## config.mk

```make
export PLATFORM = sky130hd
export DESIGN_NAME = comparator_one_control_reg
export DESIGN_NICKNAME = d
export VERILOG_FILES = /design/src/core/comparator_one_pkg.sv /design/src/core/level_sync.sv /design/src/core/comparator_one_control_reg.sv
export VERILOG_INCLUDE_DIRS = /design/src /design/src/core
export SDC_FILE = /design/constraint.sdc
export NUM_CORES = 1
export LEC_CHECK = 0
export BUFFER_PORTS_ARGS = -buffer_cell sky130_fd_sc_hd__buf_4
export CAP_MARGIN = 20
export CORE_MARGIN = 4
export CORE_UTILIZATION = 37
export DETAILED_ROUTE_END_ITERATION = 16
export PLACE_DENSITY_LB_ADDON = 0.25
export REMOVE_ABC_BUFFERS = 1
export SYNTH_ARGS = -nofsm -noshare
export SYNTH_HDL_FRONTEND = slang
export SYNTH_SLANG_ARGS = --single-unit
export TNS_END_PERCENT = 100
```

## constraint.sdc

```tcl
create_clock -name ref_clk -period 1.3 [get_ports ref_clk]
set_input_delay 0.065 -clock ref_clk [delete_from_list [all_inputs] [get_ports ref_clk]]
set_output_delay 0.065 -clock ref_clk [all_outputs]
set_load 0.02 [all_outputs]
```

## src/core/comparator_one_cfg.svh

```systemverilog
// Constants for the second comparator's primary control register.
// Assumes inclusion by bare name from files under core/.
`ifndef COMPARATOR_ONE_CFG_SVH
`define COMPARATOR_ONE_CFG_SVH
`define CMP1_CTRL_ADDR 8'hBF
`define CMP1_PAGE_A 8'h00
`define CMP1_PAGE_B 8'h30
`define CMP1_CTRL_RESET 8'h00
`define CMP1_BIT_ON 7
`define CMP1_BIT_RESULT 6
`define CMP1_BIT_RISE 5
`define CMP1_BIT_FALL 4
`define CMP1_HYP_HI 3
`define CMP1_HYP_LO 2
`define CMP1_HYN_HI 1
`define CMP1_HYN_LO 0
`define CMP1_SYNC_STAGES 2
`endif

```

## src/core/comparator_one_pkg.sv

```systemverilog
// Types for the second comparator's control register.
// Assumes comparator_one_cfg.svh is compiled alongside.
package comparator_one_pkg;
   // Hysteresis level code
   typedef enum logic [1:0] {
      HYST_OFF = 2'h0,
      HYST_ONE = 2'h1,
      HYST_TWO = 2'h2,
      HYST_MAX = 2'h3
   } hyst_t;
   // Special-function bus request
   typedef struct packed {
      logic [7:0] page;
      logic [7:0] addr;
      logic wr;
      logic rd;
      logic [7:0] wdata;
   } sfr_req_t;
   // Settings toward the analog core
   typedef struct packed {
      logic on;
      hyst_t pos_hyst;
      hyst_t neg_hyst;
   } analog_ctl_t;
endpackage : comparator_one_pkg

```

## src/core/level_sync.sv

```systemverilog
// Two-flop synchroniser for a level arriving from the analog core.
// Assumes the input is asynchronous to ref_clk.
`timescale 1ns/10ps
`default_nettype none
module level_sync (
   // Clock and reset
   input wire logic ref_clk,
   input wire logic sys_rst,
   // Level in and out
   input wire logic async_in,
   output logic sync_out
);
   logic stage_a;
   logic next_stage_a;
   logic next_sync_out;

   ////////////////////////////////////////////////////////////////////////
   // First stage feeds only the second
   always_comb begin
      next_stage_a = async_in;
      next_sync_out = stage_a;
   end

   always_ff @(posedge ref_clk) begin
      if (sys_rst) begin
         stage_a <= 1'b0;
         sync_out <= 1'b0;
      end else begin
         stage_a <= next_stage_a;
         sync_out <= next_sync_out;
      end
   end
endmodule : level_sync
`default_nettype wire

```

## src/core/comparator_one_control_reg.sv

```systemverilog
// Primary control and status register of the second analog comparator.
// Assumes a single-cycle special-function bus on ref_clk and a raw
// comparator result that is asynchronous to that clock.
//
// How it works
// Register sits at address BF, reachable on page 00 and page 30.
// Bit 6 mirrors the live result, ignores writes, reads zero after reset.
// Result reads 1 when enabled and plus input exceeds minus input, 0 when minus exceeds plus or disabled.
// Bit 5 sets on every low-to-high change of the result.
// Rise flag stays set until software writes zero; hardware never clears.
// Bit 4 sets on each high-to-low change while enabled and stays until cleared.
// Bits 3:2 choose positive hysteresis: off, level one, two, maximum.
// Bits 1:0 choose negative hysteresis: off, level one, two, maximum.
// Bit 7 enables the comparator; while zero no edge events occur.
`timescale 1ns/10ps
`default_nettype none
`include "comparator_one_cfg.svh"
module comparator_one_control_reg (
   // Clock and reset
   input wire logic ref_clk,
   input wire logic sys_rst,
   // Special-function bus
   input wire comparator_one_pkg::sfr_req_t sfr_req,
   output logic [7:0] sfr_rdata,
   output logic sfr_hit,
   // Analog comparator core
   input wire logic raw_result,
   output comparator_one_pkg::analog_ctl_t analog_ctl
);
   logic result_sync;
   logic result_prev;
   logic next_result_prev;
   logic comparator_on;
   logic next_comparator_on;
   logic rise_seen_flag;
   logic next_rise_seen_flag;
   logic fall_seen_flag;
   logic next_fall_seen_flag;
   logic [1:0] positive_hyst_select;
   logic [1:0] next_positive_hyst_select;
   logic [1:0] negative_hyst_select;
   logic [1:0] next_negative_hyst_select;
   logic [7:0] next_sfr_rdata;
   logic next_sfr_hit;
   comparator_one_pkg::analog_ctl_t next_analog_ctl;
   logic sel;
   logic wr_hit;
   logic rise_evt;
   logic fall_evt;
   logic comparator_result;

   // Address match on either page
   function automatic logic page_match(input logic [7:0] page,
                                       input logic [7:0] addr);
      page_match = (addr == `CMP1_CTRL_ADDR) &&
                   (page == `CMP1_PAGE_A || page == `CMP1_PAGE_B);
   endfunction : page_match

   ////////////////////////////////////////////////////////////////////////
   // Result from the analog core crosses in through two flops
   level_sync u_sync (
      .ref_clk(ref_clk),
      .sys_rst(sys_rst),
      .async_in(raw_result),
      .sync_out(result_sync)
   );

   ////////////////////////////////////////////////////////////////////////
   // Decode and event detect
   always_comb begin
      sel = page_match(sfr_req.page, sfr_req.addr);
      wr_hit = sel && sfr_req.wr;
      // Disabled comparator reads low and makes no edges
      comparator_result = comparator_on & result_sync;
      // Gating by the enable stops a disable from faking a falling edge
      rise_evt = comparator_on && comparator_result && !result_prev;
      fall_evt = comparator_on && !comparator_result && result_prev;
   end

   ////////////////////////////////////////////////////////////////////////
   // Next-state of the register fields; a set beats a same-cycle clear
   always_comb begin
      next_result_prev = comparator_result;
      next_comparator_on = comparator_on;
      next_rise_seen_flag = rise_seen_flag;
      next_fall_seen_flag = fall_seen_flag;
      next_positive_hyst_select = positive_hyst_select;
      next_negative_hyst_select = negative_hyst_select;
      if (wr_hit) begin
         next_comparator_on = sfr_req.wdata[`CMP1_BIT_ON];
         next_rise_seen_flag = sfr_req.wdata[`CMP1_BIT_RISE];
         next_fall_seen_flag = sfr_req.wdata[`CMP1_BIT_FALL];
         next_positive_hyst_select =
            sfr_req.wdata[`CMP1_HYP_HI:`CMP1_HYP_LO];
         next_negative_hyst_select =
            sfr_req.wdata[`CMP1_HYN_HI:`CMP1_HYN_LO];
      end
      if (rise_evt) begin
         next_rise_seen_flag = 1'b1;
      end
      if (fall_evt) begin
         next_fall_seen_flag = 1'b1;
      end
   end

   ////////////////////////////////////////////////////////////////////////
   // Read data and analog settings, registered so outputs come from flops
   always_comb begin
      next_sfr_hit = sel && (sfr_req.rd || sfr_req.wr);
      next_sfr_rdata = 8'h00;
      if (sel && sfr_req.rd) begin
         next_sfr_rdata = {comparator_on, comparator_result,
                           rise_seen_flag, fall_seen_flag,
                           positive_hyst_select, negative_hyst_select};
      end
      next_analog_ctl.on = next_comparator_on;
      next_analog_ctl.pos_hyst =
         comparator_one_pkg::hyst_t'(next_positive_hyst_select);
      next_analog_ctl.neg_hyst =
         comparator_one_pkg::hyst_t'(next_negative_hyst_select);
   end

   always_ff @(posedge ref_clk) begin
      if (sys_rst) begin
         result_prev <= 1'b0;
         comparator_on <= 1'b0;
         rise_seen_flag <= 1'b0;
         fall_seen_flag <= 1'b0;
         positive_hyst_select <= 2'h0;
         negative_hyst_select <= 2'h0;
         sfr_rdata <= `CMP1_CTRL_RESET;
         sfr_hit <= 1'b0;
         analog_ctl <= '0;
      end else begin
         result_prev <= next_result_prev;
         comparator_on <= next_comparator_on;
         rise_seen_flag <= next_rise_seen_flag;
         fall_seen_flag <= next_fall_seen_flag;
         positive_hyst_select <= next_positive_hyst_select;
         negative_hyst_select <= next_negative_hyst_select;
         sfr_rdata <= next_sfr_rdata;
         sfr_hit <= next_sfr_hit;
         analog_ctl <= next_analog_ctl;
      end
   end
endmodule : comparator_one_control_reg
`default_nettype wire

```

==> impl_results.md <==
* Num CTS Buffers at 3
* Pre-CTS setup slack at -0.147 ns
* Pleak at 0.000526 uW
* Min-delay src: sys_rst
* FMAX at 788 MHz
* Clock transition at the registers of the reported paths at 0.11 ns
* Slew Limit Headroom at 0.812
* Peak VDD IR at 0.527 mV
* Top_reg_cell synth: dfxtp_1
* Starting Density at 0.406
* Hold EP: u_sync.sync_out
* Worst endpoint required time at 1.50 ns
* Placed cell count at 141
* Final Non-Filler Cells at 146
* All-Layer GR Usage at 0.144
* CTS sink cnt at 19
* Wire per inst at 12.5 um
* Final setup TNS at 0 ns
* Largest net degree at the start of global routing at 12
* Initial DRC Count at 11
* Area leader, netlist: dfxtp_1
* Post-layout min period at 1.27 ns
* Die X at 52.5 um
* Max reg flops at 8
* Fill count at 172
* CTS tree: built
* Vias in the first global route at 735
* DR vias at 741
* Endpoints failing setup at 0
* CP Capture Type: flip-flop
* Beginning of the critical path: comparator_on
* Post-CTS Setup Inserts at 0
* Startpoint Class: flip-flop
* Cell area after synthesis at 732 um2
* Fraction of registers with async set/reset at 0
* RSZ-0062 raised after global routing: no
* DRT Pass-1 Iters at 4
* Core area at 1800 um2
* P&R area growth vs syn at 53.8%
* DRC at 0
* Layout cells sized above 1 at 0.455
* Largest Register: sfr_rdata
* Bufs on Longest Clock Path at 2
* Final WS setup at 0.0302 ns
* Clk Latency, worst-skew pair at 0.29 ns
* Max H-tree Level at 1
* WP data arrival at 1.47 ns
* Antenna violations before repair at 0
* R2R depth at 3
* Final wirelength at 1830 um
* Row Count at 15
* CP Max Fanout at 6
* I/O pin count at 43
* PD cells at 870 nW/um2
* Max cap viols at 0
* CP max-delay cell: or4_1
* Combinational fraction of design power at 0.106
* IO Port Bufs at 41
* Gate Count Post-Synth at 74
* Dominant cells by area after synthesis: dfxtp_1 (52%), and2_1 (6.0%), nand4_1 (4.3%)
* Sw Ratio at 0.216
* Reg2Reg Setup Slack at 0.03 ns
* Cell internal pwr at 768 uW
* Slew @ Worst Pin at 0.281 ns
* Origin of the critical flop-to-flop path: comparator_on
* Yosys top cell area share at 0.520
* Grt ovf at 0
* Avg Vias per Cell at 5.08
* Largest registers: sfr_rdata: 8 flops, negative_hyst_select: 2 flops, positive_hyst_select: 2 flops
* Period utilization at 0.977
* CP max stage delay at 0.40 ns
* Worst setup path class: flip-flop to flip-flop
* Crit Reg-Reg Endpoint: fall_seen_flag
* NetSw at 212 uW
* Power share of the sequential group at 0.598
* Cts hold-fix bufs at 1
* Synthesized area per cell at 9.89 um2
* Antenna Nets Post-Route at 0
* FF+latch count, synth at 19
* Final Hold Viols at 0
* Hold path cells at 2
* Clock power frac at 0.296
* Synth cell types at 25
* Worst Hold Class: input pin to flip-flop
* Worst clock skew at 0.0124 ns
* Nets@finish at 151
* EDFF count, synth at 0
* Antenna cell count at 0
* # resized after CTS at 0
* Post-synthesis sequential area ratio at 0.520
* Root Driver: clkbuf_4
* Die Y at 52.5 um
* Slew Viols, Final at 0
* CP Cell Sequence: and3b_1 > or4_1 > and3_1
* First-pass GRT wire length at 2970 um
* DIE AREA at 2750 um2
* Syn. warnings at 0
* RePlAce Congestion at 0.769
* Status: completed
* Final design utilization at 0.625
power by group through the flow:
stage / sequential [uW] / clock [uW] / combinational, uW
2_1_floorplan: 599 / 0 / 19.1
3_3_place_gp: 599 / 0 / 99.9
3_5_place_dp: 599 / 0 / 101
4_1_cts: 586 / 295 / 104
5_1_grt: 586 / 322 / 114
6_report: 586 / 290 / 104
worst max-delay path: cells and delay by family, from the launching register on:
family,cells,cell delay (ns)
simple gates,3,0.81
flops,1,0.37
placed cells by master, fill, tap and decap left out:
cell type	Yosys	routed
a211oi_1	1	1
a21oi_1	5	5
a41o_1	1	1
and2_1	7	7
and3_1	3	3
and3b_1	1	1
and4_1	2	2
and4bb_2	1	1
buf_4	1	46
clkbuf_4	0	3
clkinv_2	0	1
dfxtp_1	19	19
dlygate4sd3_1	0	1
inv_1	1	1
nand2_1	2	2
nand4_1	5	5
nand4_2	1	1
nand4b_1	1	1
nor2_1	6	6
nor2b_1	2	2
nor4_1	1	1
nor4b_2	2	2
o21ai_0	6	6
or2_2	1	1
or4_1	1	1
xnor2_1	1	1
through the flow:
stage	power (uW)	hold WS, ns	area [um2]
after floorplan	618	0.134	712
after global placement	699	0.277	1090
after detailed placement	700	0.291	1090
after CTS	984	0.00463	1130
after global routing	1020	0.00585	1130
final	980	0.00934	1130
area by class of cell:
type / instances / area, um2 / share of cell area
clock buffer: 3 / 22.5 / 0.0200
sequential: 19 / 380 / 0.338
clock inverter: 1 / 5.00 / 0.00444
tap: 25 / 31.3 / 0.0278
timing repair buffer: 47 / 355 / 0.316
multi-input combinational: 50 / 328 / 0.291
inverter: 1 / 3.75 / 0.00333
metal layers:
layer,track usage,share of wire
met1,0.150,0.38
met2,0.264,0.48
met3,0.0456,0.13
met4,0.0511,0.0044
met5,0,0
worst max path at each step:
stage / endpoint / slack [ns]
after global routing: fall_seen_flag / 0.02
after global placement: fall_seen_flag / -0.08
after floorplan: fall_seen_flag / -0.02
after detailed placement: fall_seen_flag / -0.15
after CTS: fall_seen_flag / 0.04
final: fall_seen_flag / 0.03
cell families after synthesis:
| kind of cell | after synthesis | synth area share |
|---|---|---|
| and+or+nand+nor | 36 | 0.337 |
| DFF | 19 | 0.520 |
| AOI/OAI and AO/OA | 13 | 0.0991 |
| buffers and inverters | 5 | 0.0325 |
| xor gates and xnor gates | 1 | 0.0120 |
Yosys cell counts (2+ instances only):
library cell and instances:
and3_1 3, nor2b_1 2, dfxtp_1 19, nand2_1 2
nor4b_2 2, clkbuf_1 2, nand4_1 5, o21ai_0 6
and4_1 2, nor2_1 6, and2_1 7, a21oi_1 5
No activity file was read; power rests on OpenSTA's default activity.
